<file path="config.mk">
export PLATFORM = sky130hd
export DESIGN_NAME = power_mode_wakeup_watchdog
export DESIGN_NICKNAME = d
export VERILOG_FILES = /design/src/rtl/pmw_pkg.sv /design/src/rtl/pin_sync3.sv /design/src/rtl/power_mode_wakeup_watchdog.sv
export SDC_FILE = /design/constraint.sdc
export NUM_CORES = 1
export LEC_CHECK = 0
export BUFFER_PORTS_ARGS = -buffer_cell sky130_fd_sc_hd__buf_2
export CORE_MARGIN = 4
export CORE_UTILIZATION = 37
export DETAILED_ROUTE_END_ITERATION = 8
export PLACE_DENSITY_LB_ADDON = 0.25
export SETUP_SLACK_MARGIN = 0.3
export SYNTH_ARGS = -nofsm -noshare
export SYNTH_HDL_FRONTEND = slang
export SYNTH_SLANG_ARGS = --single-unit
</file>
<file path="constraint.sdc">
create_clock -name clk -period 3.2 [get_ports clk]
set_clock_uncertainty 0.2 [all_clocks]
set_input_delay 0.16 -clock clk [delete_from_list [all_inputs] [get_ports clk]]
set_output_delay 0.16 -clock clk [all_outputs]
set_load 0.05 [all_outputs]
</file>
<file path="src/rtl/pmw_pkg.sv">
/*
  constants and types for the power mode, wake-up and watchdog block.
  assumes one 200 MHz clock; all other clocks arrive as enables/pins.
*/
package pmw_pkg;
  localparam int          CLK_PERIOD_NS     = 5;
  localparam int          STARTUP_PERIODS   = 1024;
  localparam logic [10:0] STARTUP_LAST      = 11'h3ff;
  localparam int          INSTR_DIV         = 4;
  localparam logic [1:0]  INSTR_DIV_LAST    = 2'h3;
  // watchdog clock source select codes
  localparam logic [1:0]  WDSRC_INTERNAL    = 2'h0;
  localparam logic [1:0]  WDSRC_XTAL        = 2'h1;
  localparam logic [1:0]  WDSRC_INSTR       = 2'h2;
  // register addresses, bit positions inside the mode byte and its reset value
  localparam int          MODE_HALT_DEPTH   = 0;
  localparam int          MODE_FAST_SEL     = 1;
  localparam int          MODE_FREQ_UP      = 2;
  localparam logic [3:0]  ADDR_MODE         = 4'h0;
  localparam logic [3:0]  ADDR_STATUS       = 4'h1;
  localparam logic [7:0]  MODE_RESET        = 8'h00;

  typedef enum logic [4:0] {
    ST_GREEN  = 5'b00001,
    ST_NORMAL = 5'b00010,
    ST_SLEEP  = 5'b00100,
    ST_IDLE   = 5'b01000,
    ST_WAKE   = 5'b10000
  } op_mode_t;
endpackage : pmw_pkg

</file>
<file path="src/rtl/pin_sync3.sv">
/*
  three-flop synchroniser with agreement filter for a bus of pins.
  assumes inputs are asynchronous to clk.
*/
`timescale 1ns/100ps
`default_nettype none
module pin_sync3 #(
  parameter int W = 8
) (
  // clock and reset
  input  wire logic         clk,
  input  wire logic         rst_n,
  // pins
  input  wire logic [W-1:0] pin_in,
  output logic      [W-1:0] pin_out
);
  logic [W-1:0] s1_r;
  logic [W-1:0] s2_r;
  logic [W-1:0] s3_r;

  always_ff @(posedge clk) begin
    if (!rst_n) begin
      s1_r <= '0;
      s2_r <= '0;
      s3_r <= '0;
    end else begin
      s1_r <= pin_in;
      s2_r <= s1_r;
      s3_r <= s2_r;
    end
  end

  // a change counts only once the second and third stage agree
  genvar i;
  generate
    for (i = 0; i < W; i++) begin : g_bit
      always_ff @(posedge clk) begin
        if (!rst_n) begin
          pin_out[i] <= 1'b0;
        end else if (s2_r[i] == s3_r[i]) begin
          pin_out[i] <= s3_r[i];
        end
      end
    end
  endgenerate
endmodule : pin_sync3
`default_nettype wire

</file>
<file path="src/rtl/power_mode_wakeup_watchdog.sv">
/*
  operating mode control, power-down/wake-up sequencing and watchdog.
  assumes the core gives one-cycle instruction pulses and obeys stall;
  the 32768 Hz clock and watchdog oscillator arrive as pins and are
  sampled here, and the fast clock is represented by a tick input.
*/
`timescale 1ns/100ps
`default_nettype none
module power_mode_wakeup_watchdog
  import pmw_pkg::*;
#(
  parameter int WD_BITS    = 15,
  parameter int PA_WIDTH   = 8,
  parameter int IRQ_WIDTH  = 8
) (
  // clock and reset
  input  wire logic                 clk,
  input  wire logic                 rst_n,
  // register port
  input  wire logic [3:0]           reg_addr,
  input  wire logic [7:0]           reg_wdata,
  input  wire logic                 reg_wr,
  input  wire logic                 reg_rd,
  output logic      [7:0]           reg_rdata,
  // core instruction events
  input  wire logic                 halt_exec,
  input  wire logic                 wd_clear_single,
  input  wire logic                 wd_clear_first_half,
  input  wire logic                 wd_clear_second_half,
  input  wire logic                 stack_full,
  // interrupts: request flags, enables, clock-derived sources
  input  wire logic [IRQ_WIDTH-1:0] irq_req,
  input  wire logic [IRQ_WIDTH-1:0] irq_en,
  input  wire logic [IRQ_WIDTH-1:0] irq_xtal_src,
  // pins
  input  wire logic                 external_reset_pin_n,
  input  wire logic [PA_WIDTH-1:0]  port_a_pin,
  input  wire logic                 xtal_32k_pin,
  input  wire logic                 wd_osc_pin,
  input  wire logic                 fast_clk_tick,
  // configuration options
  input  wire logic [PA_WIDTH-1:0]  cfg_pa_wake_en,
  input  wire logic                 cfg_wd_enable,
  input  wire logic [1:0]           cfg_wd_src,
  input  wire logic                 cfg_wd_paired,
  // outputs to core and clock tree
  output logic                      core_stall,
  output logic                      sys_clk_en,
  output logic                      sys_clk_is_fast,
  output logic                      xtal_osc_en,
  output logic                      fast_osc_en,
  output logic                      irq_take,
  output logic                      resume_next,
  output logic [IRQ_WIDTH-1:0]      irq_gate,
  output logic                      full_reset,
  output logic                      pc_sp_reset,
  output logic                      power_down_flag,
  output logic                      watchdog_timeout_flag,
  output logic [1:0]                op_mode_code
);
  op_mode_t mode_r;
  logic [7:0]            mode_reg_r;
  logic                  halt_depth_select;
  logic                  fast_clock_select;
  logic                  freq_up_enable;
  logic [10:0]           wakeup_startup_delay;
  logic                  wake_irq_r;
  logic [IRQ_WIDTH-1:0]  irq_masked_r;
  logic [WD_BITS-1:0]    watchdog_counter;
  logic [1:0]            wd_prescale_r;
  logic                  half_seen_r;
  logic                  half_which_r;
  logic                  xtal_prev_r;
  logic                  wdosc_prev_r;
  logic [2:0]            pin_sync;
  logic [PA_WIDTH-1:0]   pa_sync;
  logic [PA_WIDTH-1:0]   pa_prev_r;
  logic                  xtal_tick;
  logic                  wdosc_tick;
  logic                  instr_tick;
  logic [1:0]            instr_div_r;
  logic                  halted;
  logic                  pa_wake;
  logic                  irq_wake;
  logic                  wake;
  logic                  wd_tick;
  logic                  wd_run;
  logic                  wd_soft_clear;
  logic                  wd_ovf;
  logic                  ext_reset;
  logic                  halt_ok;

  assign halt_depth_select = mode_reg_r[MODE_HALT_DEPTH];
  assign fast_clock_select = mode_reg_r[MODE_FAST_SEL];
  assign freq_up_enable    = mode_reg_r[MODE_FREQ_UP];

  pin_sync3 #(
    .W (3)
  ) u_sync_clk (
    .clk     (clk),
    .rst_n   (rst_n),
    .pin_in  ({!external_reset_pin_n, wd_osc_pin, xtal_32k_pin}),
    .pin_out (pin_sync)
  );

  pin_sync3 #(
    .W (PA_WIDTH)
  ) u_sync_pa (
    .clk     (clk),
    .rst_n   (rst_n),
    .pin_in  (port_a_pin),
    .pin_out (pa_sync)
  );

  // synced inverted so that cleared flops mean an idle pin, not a reset
  assign ext_reset = pin_sync[2];
  assign xtal_tick = pin_sync[0] && !xtal_prev_r;
  assign wdosc_tick = pin_sync[1] && !wdosc_prev_r;
  assign halted = (mode_r == ST_SLEEP) || (mode_r == ST_IDLE);

  always_ff @(posedge clk) begin
    if (!rst_n) begin
      xtal_prev_r  <= 1'b0;
      wdosc_prev_r <= 1'b0;
      pa_prev_r    <= '0;
    end else begin
      xtal_prev_r  <= pin_sync[0];
      wdosc_prev_r <= pin_sync[1];
      pa_prev_r    <= pa_sync;
    end
  end

  // system clock ticks: fast in normal, crystal in green
  // instruction clock is a quarter of it and stops when halted
  always_ff @(posedge clk) begin
    if (!rst_n || ext_reset) begin
      instr_div_r <= 2'h0;
    end else if (!halted && mode_r != ST_WAKE &&
                 ((mode_r == ST_NORMAL) ? fast_clk_tick : xtal_tick)) begin
      instr_div_r <= instr_div_r + 2'h1;
    end
  end
  assign instr_tick = !halted && mode_r != ST_WAKE &&
                      instr_div_r == INSTR_DIV_LAST &&
                      ((mode_r == ST_NORMAL) ? fast_clk_tick : xtal_tick);

  // a port A bit wakes only when enabled by option and it changes
  assign pa_wake  = |((pa_sync ^ pa_prev_r) & cfg_pa_wake_en);
  // flags already set at halt are masked out of the wake logic
  // crystal-clocked sources are blind in idle
  always_comb begin
    irq_gate = irq_req & ~irq_masked_r;
    if (mode_r == ST_IDLE) begin
      irq_gate = irq_gate & ~irq_xtal_src;
    end
  end
  assign irq_wake = |irq_gate;
  assign wake = halted && (pa_wake || irq_wake);

  // mode register, halt depth auto-clear on leaving idle
  always_ff @(posedge clk) begin
    if (!rst_n || ext_reset || full_reset) begin
      mode_reg_r <= MODE_RESET;
    end else if (mode_r == ST_IDLE && (wake || pc_sp_reset)) begin
      mode_reg_r[MODE_HALT_DEPTH] <= 1'b0;
    end else if (reg_wr && reg_addr == ADDR_MODE) begin
      mode_reg_r <= {5'h00, reg_wdata[2:0]};
    end
  end

  // halt only legal once fast select and freq-up are both clear
  assign halt_ok = halt_exec && !fast_clock_select && !freq_up_enable;

  always_ff @(posedge clk) begin
    if (!rst_n || ext_reset || full_reset) begin
      mode_r <= ST_GREEN;
    end else begin
      unique case (mode_r)
        ST_GREEN: begin
          if (halt_ok) begin
            mode_r <= halt_depth_select ? ST_IDLE : ST_SLEEP;
          end else if (fast_clock_select && freq_up_enable) begin
            mode_r <= ST_NORMAL;
          end
        end
        ST_NORMAL: begin
          if (!fast_clock_select) begin
            mode_r <= ST_GREEN;
          end
        end
        ST_SLEEP, ST_IDLE: begin
          if (wake || pc_sp_reset) begin
            mode_r <= ST_WAKE;
          end
        end
        ST_WAKE: begin
          if (xtal_tick && wakeup_startup_delay == STARTUP_LAST) begin
            mode_r <= ST_GREEN;
          end
        end
      endcase
    end
  end

  // start-up delay counted on the crystal, which is green's clock
  always_ff @(posedge clk) begin
    if (!rst_n || mode_r != ST_WAKE) begin
      wakeup_startup_delay <= 11'h000;
    end else if (xtal_tick) begin
      wakeup_startup_delay <= wakeup_startup_delay + 11'h001;
    end
  end

  // remember why we woke and what was pending at halt
  always_ff @(posedge clk) begin
    if (!rst_n) begin
      wake_irq_r   <= 1'b0;
      irq_masked_r <= '0;
    end else begin
      if (halt_ok && mode_r == ST_GREEN) begin
        irq_masked_r <= irq_req;
      end else if (!halted) begin
        irq_masked_r <= '0;
      end
      if (wake || (halted && pc_sp_reset)) begin
        wake_irq_r <= wake && irq_wake && !pa_wake;
      end
    end
  end

  // at the end of the delay, service or fall through
  always_ff @(posedge clk) begin
    if (!rst_n) begin
      irq_take    <= 1'b0;
      resume_next <= 1'b0;
    end else begin
      irq_take    <= 1'b0;
      resume_next <= 1'b0;
      if (mode_r == ST_WAKE && xtal_tick &&
          wakeup_startup_delay == STARTUP_LAST) begin
        if (wake_irq_r && |(irq_req & irq_en) && !stack_full) begin
          irq_take <= 1'b1;
        end else begin
          resume_next <= 1'b1;
        end
      end
    end
  end

  // watchdog clock source and when it keeps running
  always_comb begin
    unique case (cfg_wd_src)
      WDSRC_XTAL: begin
        wd_tick = xtal_tick;
        wd_run  = mode_r != ST_IDLE;
      end
      WDSRC_INSTR: begin
        wd_tick = instr_tick;
        wd_run  = !halted;
      end
      default: begin
        wd_tick = wdosc_tick;
        wd_run  = 1'b1;
      end
    endcase
  end

  // single or paired software clear; disabled watchdog ignores all
  always_comb begin
    wd_soft_clear = 1'b0;
    if (cfg_wd_enable) begin
      if (!cfg_wd_paired) begin
        wd_soft_clear = wd_clear_single;
      end else if (wd_clear_first_half) begin
        wd_soft_clear = half_seen_r && half_which_r;
      end else if (wd_clear_second_half) begin
        wd_soft_clear = half_seen_r && !half_which_r;
      end
    end
  end

  always_ff @(posedge clk) begin
    if (!rst_n || ext_reset || !cfg_wd_enable || !cfg_wd_paired) begin
      half_seen_r  <= 1'b0;
      half_which_r <= 1'b0;
    end else if (wd_soft_clear) begin
      half_seen_r  <= 1'b0;
    end else if (wd_clear_first_half || wd_clear_second_half) begin
      half_seen_r  <= 1'b1;
      half_which_r <= wd_clear_second_half;
    end
  end

  assign wd_ovf = cfg_wd_enable && wd_run && wd_tick &&
                  wd_prescale_r == INSTR_DIV_LAST && &watchdog_counter;

  // cleared by the pin, the clear instructions or halt
  always_ff @(posedge clk) begin
    if (!rst_n || ext_reset || wd_soft_clear || !cfg_wd_enable ||
        (halt_ok && mode_r == ST_GREEN)) begin
      watchdog_counter <= '0;
      wd_prescale_r    <= 2'h0;
    end else if (wd_run && wd_tick) begin
      wd_prescale_r <= wd_prescale_r + 2'h1;
      if (wd_prescale_r == INSTR_DIV_LAST) begin
        watchdog_counter <= watchdog_counter + 1'b1;
      end
    end
  end

  // overflow effect depends on whether the device is halted
  always_ff @(posedge clk) begin
    if (!rst_n) begin
      full_reset  <= 1'b0;
      pc_sp_reset <= 1'b0;
    end else begin
      full_reset  <= wd_ovf && !halted;
      pc_sp_reset <= wd_ovf && halted;
    end
  end

  // status flags; pin reset clears both, halt sets power-down
  always_ff @(posedge clk) begin
    if (!rst_n || ext_reset) begin
      watchdog_timeout_flag <= 1'b0;
    end else if (wd_ovf) begin
      watchdog_timeout_flag <= 1'b1;
    end else if (halt_ok && mode_r == ST_GREEN) begin
      watchdog_timeout_flag <= 1'b0;
    end
  end

  // kept apart so an overflow in the halt cycle cannot lose the set
  always_ff @(posedge clk) begin
    if (!rst_n || ext_reset) begin
      power_down_flag <= 1'b0;
    end else if (halt_ok && mode_r == ST_GREEN) begin
      power_down_flag <= 1'b1;
    end else if (wd_soft_clear) begin
      power_down_flag <= 1'b0;
    end
  end

  // clock tree controls; state is held simply by not clocking
  assign core_stall      = halted || mode_r == ST_WAKE;
  assign sys_clk_en      = !core_stall;
  assign sys_clk_is_fast = mode_r == ST_NORMAL;
  assign xtal_osc_en     = mode_r != ST_IDLE;
  assign fast_osc_en     = freq_up_enable && !halted;

  always_comb begin
    unique case (mode_r)
      ST_NORMAL: op_mode_code = 2'h3;
      ST_SLEEP:  op_mode_code = 2'h1;
      ST_IDLE:   op_mode_code = 2'h0;
      default:   op_mode_code = 2'h2;
    endcase
  end

  // read data one cycle after the strobe; unmapped reads zero
  always_ff @(posedge clk) begin
    if (!rst_n) begin
      reg_rdata <= 8'h00;
    end else if (reg_rd && reg_addr == ADDR_MODE) begin
      reg_rdata <= mode_reg_r;
    end else if (reg_rd && reg_addr == ADDR_STATUS) begin
      reg_rdata <= {3'h0, op_mode_code, mode_r == ST_WAKE,
                    watchdog_timeout_flag, power_down_flag};
    end else begin
      reg_rdata <= 8'h00;
    end
  end
endmodule : power_mode_wakeup_watchdog
`default_nettype wire

</file>
# After elaboration in Yosys (flattened, before gate mapping)
# Cells that the tools add are included.
# totals
reg_bits	117
output_inout_bits	29
inputBits	69
# op_classes
n_mux	26
n_addsub	4
reduce_logical	77
bitwise_logic	11
eq_ne	29
# op_table
op	n
logical AND 1 bit	33
AND 8 bit	4
two-way mux 5 bit	5
two-way mux 8 bit	3
OR reduction 8 bit	3
case mux 5 bit (4 select lines)	1
inverter 8 bit	2
adder 15 x 1 -> 15 bit (second input constant)	1
AND reduction 15 bit	1
logical OR 1 bit	14
zero test 1 bit	13
adder 11 x 1 -> 11 bit (second input constant)	1
== test 1 bit	11
== test 11 x 10 -> 1 bit (second input constant)	1
two-way mux 1 bit	11
AND reduction 2 bit	4
OR reduction 2 bit	4
XOR 8 bit	1
== test 2 bit (second input constant)	3
two-way mux 3 bit	2
!= test 2 bit (second input constant)	3
case mux 2 bit (3 select lines)	1
== test 5 x 1 -> 1 bit (second input constant)	1
== test 5 x 2 -> 1 bit (second input constant)	1
17 further kinds	23

# Logic depth before layout (Yosys ltp)
# depth
word_depth	11
depth_mapped	10
ltp_nobuf	8

# Cells and area by module
# From an unflattened synthesis, not the netlist that was laid out.
# hier_totals
hier_cells	511
area_unflattened_um2	4814.6
# modules_own_cells
mod	cells_each	instances	seq_area_each_um2	area_each_um2
power_mode_wakeup_watchdog	397	1	1401.3	3485.8
pin_sync3 at u_sync_pa	83	1	640.6	960.9
pin_sync3 at u_sync_clk	31	1	240.2	367.9

# Least setup slack after synthesis
# OpenSTA, ideal clock, no wires.
# synth_timing
path_kind	reg2reg
from	register mode_r[0]
to	register mode_reg_r[1]
path_stages_with_launch	8
arrival_ps	2779
setup_time_ps	122
synth_period_minus_slack_ps	3102
t_required_ps	2878
slack_ps	98
path_cell_list	dfxtp_1 buf_6 nor4_4 a311oi_1 or4_4 or4_4 o211ai_1 a21oi_1
# synth_via
elab_chain_cells	9
# synth_rtl
item	line_no	rtl
from (decl)	power_mode_wakeup_watchdog.sv:61	op_mode_t mode_r;
from (signal assigned)	power_mode_wakeup_watchdog.sv:181	mode_r <= halt_depth_select ? ST_IDLE : ST_SLEEP;
== test 5 x 4 -> 1 bit	power_mode_wakeup_watchdog.sv:153	if (mode_r == ST_IDLE) begin
two-way mux 8 bit	power_mode_wakeup_watchdog.sv:153	
named net irq_gate[2]	power_mode_wakeup_watchdog.sv:54	output logic [IRQ_WIDTH-1:0] irq_gate,
OR reduction 8 bit	power_mode_wakeup_watchdog.sv:157	assign irq_wake = |irq_gate;
logical OR 1 bit	power_mode_wakeup_watchdog.sv:158	assign wake = halted && (pa_wake || irq_wake);
logical AND 1 bit	power_mode_wakeup_watchdog.sv:158	
logical OR 1 bit	power_mode_wakeup_watchdog.sv:164	end else if (mode_r == ST_IDLE && (wake || pc_sp_reset)) begin
logical AND 1 bit	power_mode_wakeup_watchdog.sv:164	
inverter 1 bit (no line)	--	
AND reduction 2 bit (no line)	--	
to (signal assigned)	power_mode_wakeup_watchdog.sv:167	mode_reg_r <= {5'h00, reg_wdata[2:0]};
to (decl)	power_mode_wakeup_watchdog.sv:62	logic [7:0] mode_reg_r;
# The timed path passes the listed nets, and every way through them passes these cells.
# A chain may end at the register's enable or synchronous reset.

# Worst setup path after layout
# layout_timing
from	register mode_r[0]
to	register watchdog_counter[13]
# layout_via
elab_chain_cells	9
# layout_rtl
item	line_no	rtl
== test 5 x 3 -> 1 bit or == test 5 x 4 -> 1 bit (tied branches)	power_mode_wakeup_watchdog.sv:119	assign halted = (mode_r == ST_SLEEP) || (mode_r == ST_IDLE);
logical OR 1 bit	power_mode_wakeup_watchdog.sv:119	
zero test 1 bit	power_mode_wakeup_watchdog.sv:143, power_mode_wakeup_watchdog.sv:259	
logical AND 1 bit (2 in series)	power_mode_wakeup_watchdog.sv:143	assign instr_tick = !halted && mode_r != ST_WAKE &&
logical AND 1 bit	power_mode_wakeup_watchdog.sv:144	instr_div_r == INSTR_DIV_LAST &&
case mux 1 bit (2 select lines)	power_mode_wakeup_watchdog.sv:252	unique case (cfg_wd_src)
logical AND 1 bit	power_mode_wakeup_watchdog.sv:303	end else if (wd_run && wd_tick) begin
AND reduction 2 bit (no line)	--	
to (signal assigned)	power_mode_wakeup_watchdog.sv:306	watchdog_counter <= watchdog_counter + 1'b1;
to (decl)	power_mode_wakeup_watchdog.sv:69	logic [WD_BITS-1:0] watchdog_counter;
# Parallel ways exist; a longest one is shown, timed or not.

==> impl_metrics.json <==
{
  "outcome": "finished clean",
  "holdCritPathClass": "in -> reg",
  "gp_congestion": 0.839,
  "finish.net_count": 712,
  "placed_cells_incl_taps": 750,
  "synth.top_cells.by_area": "sky130_fd_sc_hd__dfxtp_1 (48%), sky130_fd_sc_hd__and2_1 (6.2%), sky130_fd_sc_hd__nand2_1 (3.3%), sky130_fd_sc_hd__xor2_1 (3.2%), sky130_fd_sc_hd__o21ai_0 (2.7%)",
  "number_of_design_rule_violations_left_by_the_first_detailed_router_iteration": 268,
  "drt_wl_total_um": 11200,
  "vias_per_cell": 4.99,
  "cellLeakagePower_nw": 2.54,
  "total_number_of_vias": 4074,
  "total_power_mw": 3.83,
  "fmax_ghz": 0.367,
  "post_synth.cell_area_avg_sq_um": 9.25,
  "hpwl_um": 7680,
  "clkSinkCount": 114,
  "layout.cells.non_filler": 817,
  "timing.critical_path.from_type": "register",
  "ys_types": 54,
  "post-synth-top-area-fraction_pct": 48.5,
  "preCtsSetupSlack_ns": 0.223,
  "grt_start_max_net_pins": 68,
  "critPathRequiredTime_ns": 3.34,
  "synth_top_flop_cell": "sky130_fd_sc_hd__dfxtp_1",
  "postSynthRegisterBits": 114,
  "detail_route.drc_violations": 0,
  "cp_data_arrival_time_ns": 2.87,
  "clkTransAtPathRegs_ns": 0.05,
  "drt.antenna.violating_nets": 0,
  "grt_antenna_before_repair": 0,
  "setup_tns_ns": 0,
  "buffer_depth_of_the_longest_clock_path": 2,
  "die-area_sq_um": 14600,
  "synthToLayoutAreaGrowth_pct": 33.9,
  "synth-warning-count": 0,
  "die_w_um": 121,
  "final_layout_size_suffix_gt1_share_pct": 21.9,
  "power_per_cell_area_nw_per_um2": 608,
  "worst_setup_path_category": "reg -> reg",
  "setup_ws_ns": 0.472,
  "globalRouteOverflowTotal": 0,
  "vdd.ir_drop.worst_mv": 0.334,
  "relSlewSlack_pct": 54.3,
  "wl_per_cell_um": 13.7,
  "worstSkewPairLatency_ns": 0.41,
  "edff_count_synth": 0,
  "initial_utilization_pct": 38.5,
  "timing.final.hold_violations": 0,
  "rows": 40,
  "critical_path.endpoint_type": "register",
  "finalMaxSlewViolations": 0,
  "post_synth_instance_area_sq_um": 4710,
  "clock_tree_root": "sky130_fd_sc_hd__clkbuf_16",
  "placement.io_buffers": 89,
  "tritoncts": "yes",
  "first_global_vias": 4087,
  "synthesis.instances": 509,
  "setup_repair_after_global_routing_missed_its_margin": "false",
  "gr-usage-all-layers_pct": 16.2,
  "tightest_slew_ns": 0.684,
  "floorplan.die.height_um": 121,
  "finalSetupViolCount": 0,
  "number_of_clock_buffers_inserted_by_tritoncts": 17,
  "synth.yosys.seq_area_share_pct": 48.5,
  "maxCapViolCount": 0,
  "grt_pass1_wl_um": 19000,
  "boundaryPins": 98,
  "postSynth.asyncResetShare_pct": 0,
  "diodes_inserted": 0,
  "synthDominantAreaCellType": "sky130_fd_sc_hd__dfxtp_1",
  "design.core.area_sq_um": 12200,
  "clock_tree.htree_level_count": 4,
  "final_min_period_over_clock_period_pct": 85.3,
  "post-route-min-period_ns": 2.73,
  "crit_path_max_fanout": 19,
  "drtPass1Iterations": 6
}
==> layout make-up <==
type	instances	area [sq um]
timing repair buffer	132	853
clock buffer	20	447
multi-input combinational	352	2240
tap	168	210
clock inverter	11	185
fill	1144	5910
inverter	20	75.1
sequential	114	2290
==> flip-flops by register name, indices dropped and copies added (netlist names), 8 cells and up <==
| name | count |
|---|---|
| u_sync_pa.s3_r | 8 |
| u_sync_pa.s1_r | 8 |
| irq_masked_r | 8 |
| pa_prev_r | 8 |
| watchdog_counter | 15 |
| wakeup_startup_delay | 11 |
| u_sync_pa.s2_r | 8 |
| u_sync_pa.pin_out | 8 |
==> cells in the final DEF, fill, tap and decap left out, drive strengths merged, types with 5 or more instances in the layout <==
cell type      n
a21boi        12
a21oi         22
a22oi         16
a311oi         9
and2          47
and3           6
buf           98
bufinv         5
clkbuf        20
dfxtp        114
dlygate4sd3   34
ha             6
inv           20
mux2i          7
nand2         41
nand3         14
nand4          6
nor2          30
nor2b         12
nor4           8
o21ai         25
o31ai          7
or3            8
or4           12
xnor2          5
xor2          17
==> through the flow <==
step	instance area, sq um	hold WS (ns)	util (%)
after global routing	6300	0.0514	51.6
final	6300	0.0150	51.6
after global placement	5300	0.136	43.4
after detailed placement	5300	0.136	43.4
after floorplan	4710	0.0316	-
after CTS	6290	0.00351	51.5
==> where the power goes <==
group	leakage [nW]	internal (mW)	switching, mW
Clock	0.306	1.39	0.642
Combinational	1.30	0.130	0.183
Sequential	0.927	1.45	0.0316
==> kinds of logic (layout without fill, tap and decap cells) <==
logic type | Yosys count | after routing | share of synthesized area (%)
XOR/XNOR | 22 | 22 | 4.09
AO/OA/AOI/OAI | 111 | 111 | 15.8
buffers and inverters | 45 | 183 | 4.25
other | 1 | 3 | 0.0797
multiplexers | 7 | 7 | 1.49
AND/OR/NAND/NOR | 203 | 203 | 24.2
adder cells (fa/ha/maj) | 6 | 6 | 1.60
flip-flops | 114 | 114 | 48.5
==> timing repair <==
item	4_1_cts	5_1_grt
hold endpoints to repair	32	0
hold buffers	34	0
gates resized for setup	0	4
setup buffers	2	0
endpoints found under the setup margin	3	6
pin swaps	1	0
==> path summary, 6_finish.rpt <==
path / start / endpoint / slack (ns) / depth (start not counted)
max: mode_r[0] / watchdog_counter[13] / 0.47 / 7
min reg2reg: u_sync_pa.s1_r[6] / u_sync_pa.s2_r[6] / 0.23 / 1
min: wd_clear_single / power_down_flag / 0.02 / 4
max reg2reg: mode_r[0] / watchdog_counter[13] / 0.47 / 7
==> metal layers <==
metal | global-route usage [%] | wire, um
met5 | 0 | 0
met4 | 5.52 | 100
met3 | 5.80 | 622
met2 | 26.8 | 5380
met1 | 19.5 | 5110
==> worst max-delay path, stage by stage, from the launching register on <==
cell and delay, ns:
sky130_fd_sc_hd__dfxtp_1 0.42, sky130_fd_sc_hd__nor4_2 0.43, sky130_fd_sc_hd__nand3_1 0.15, sky130_fd_sc_hd__a211oi_1 0.30, sky130_fd_sc_hd__o221ai_1 0.25, sky130_fd_sc_hd__buf_4 0.25
sky130_fd_sc_hd__or4_1 0.51, sky130_fd_sc_hd__a21oi_1 0.15
==> Yosys cell counts (all sizes together) (2+ instances only) <==
master,count
xor2,17
nand2b,2
nor4,8
a22oi,16
a21boi,12
nor3b,3
or2,2
o22ai,2
a21oi,22
clkbuf,16
o211ai,4
nand4,6
mux2i,7
and3,6
ha,6
nand3,14
nand4b,2
o21ai,25
nand2,41
inv,20
o21a,2
or3,8
xnor2,5
nor2b,12
or4,12
o31ai,7
nor2,30
buf,9
and4,2
and2,47
a211oi,2
nor3,4
dfxtp,114
a21bo,2
a311oi,9
Power figures use the tool's default switching activity.
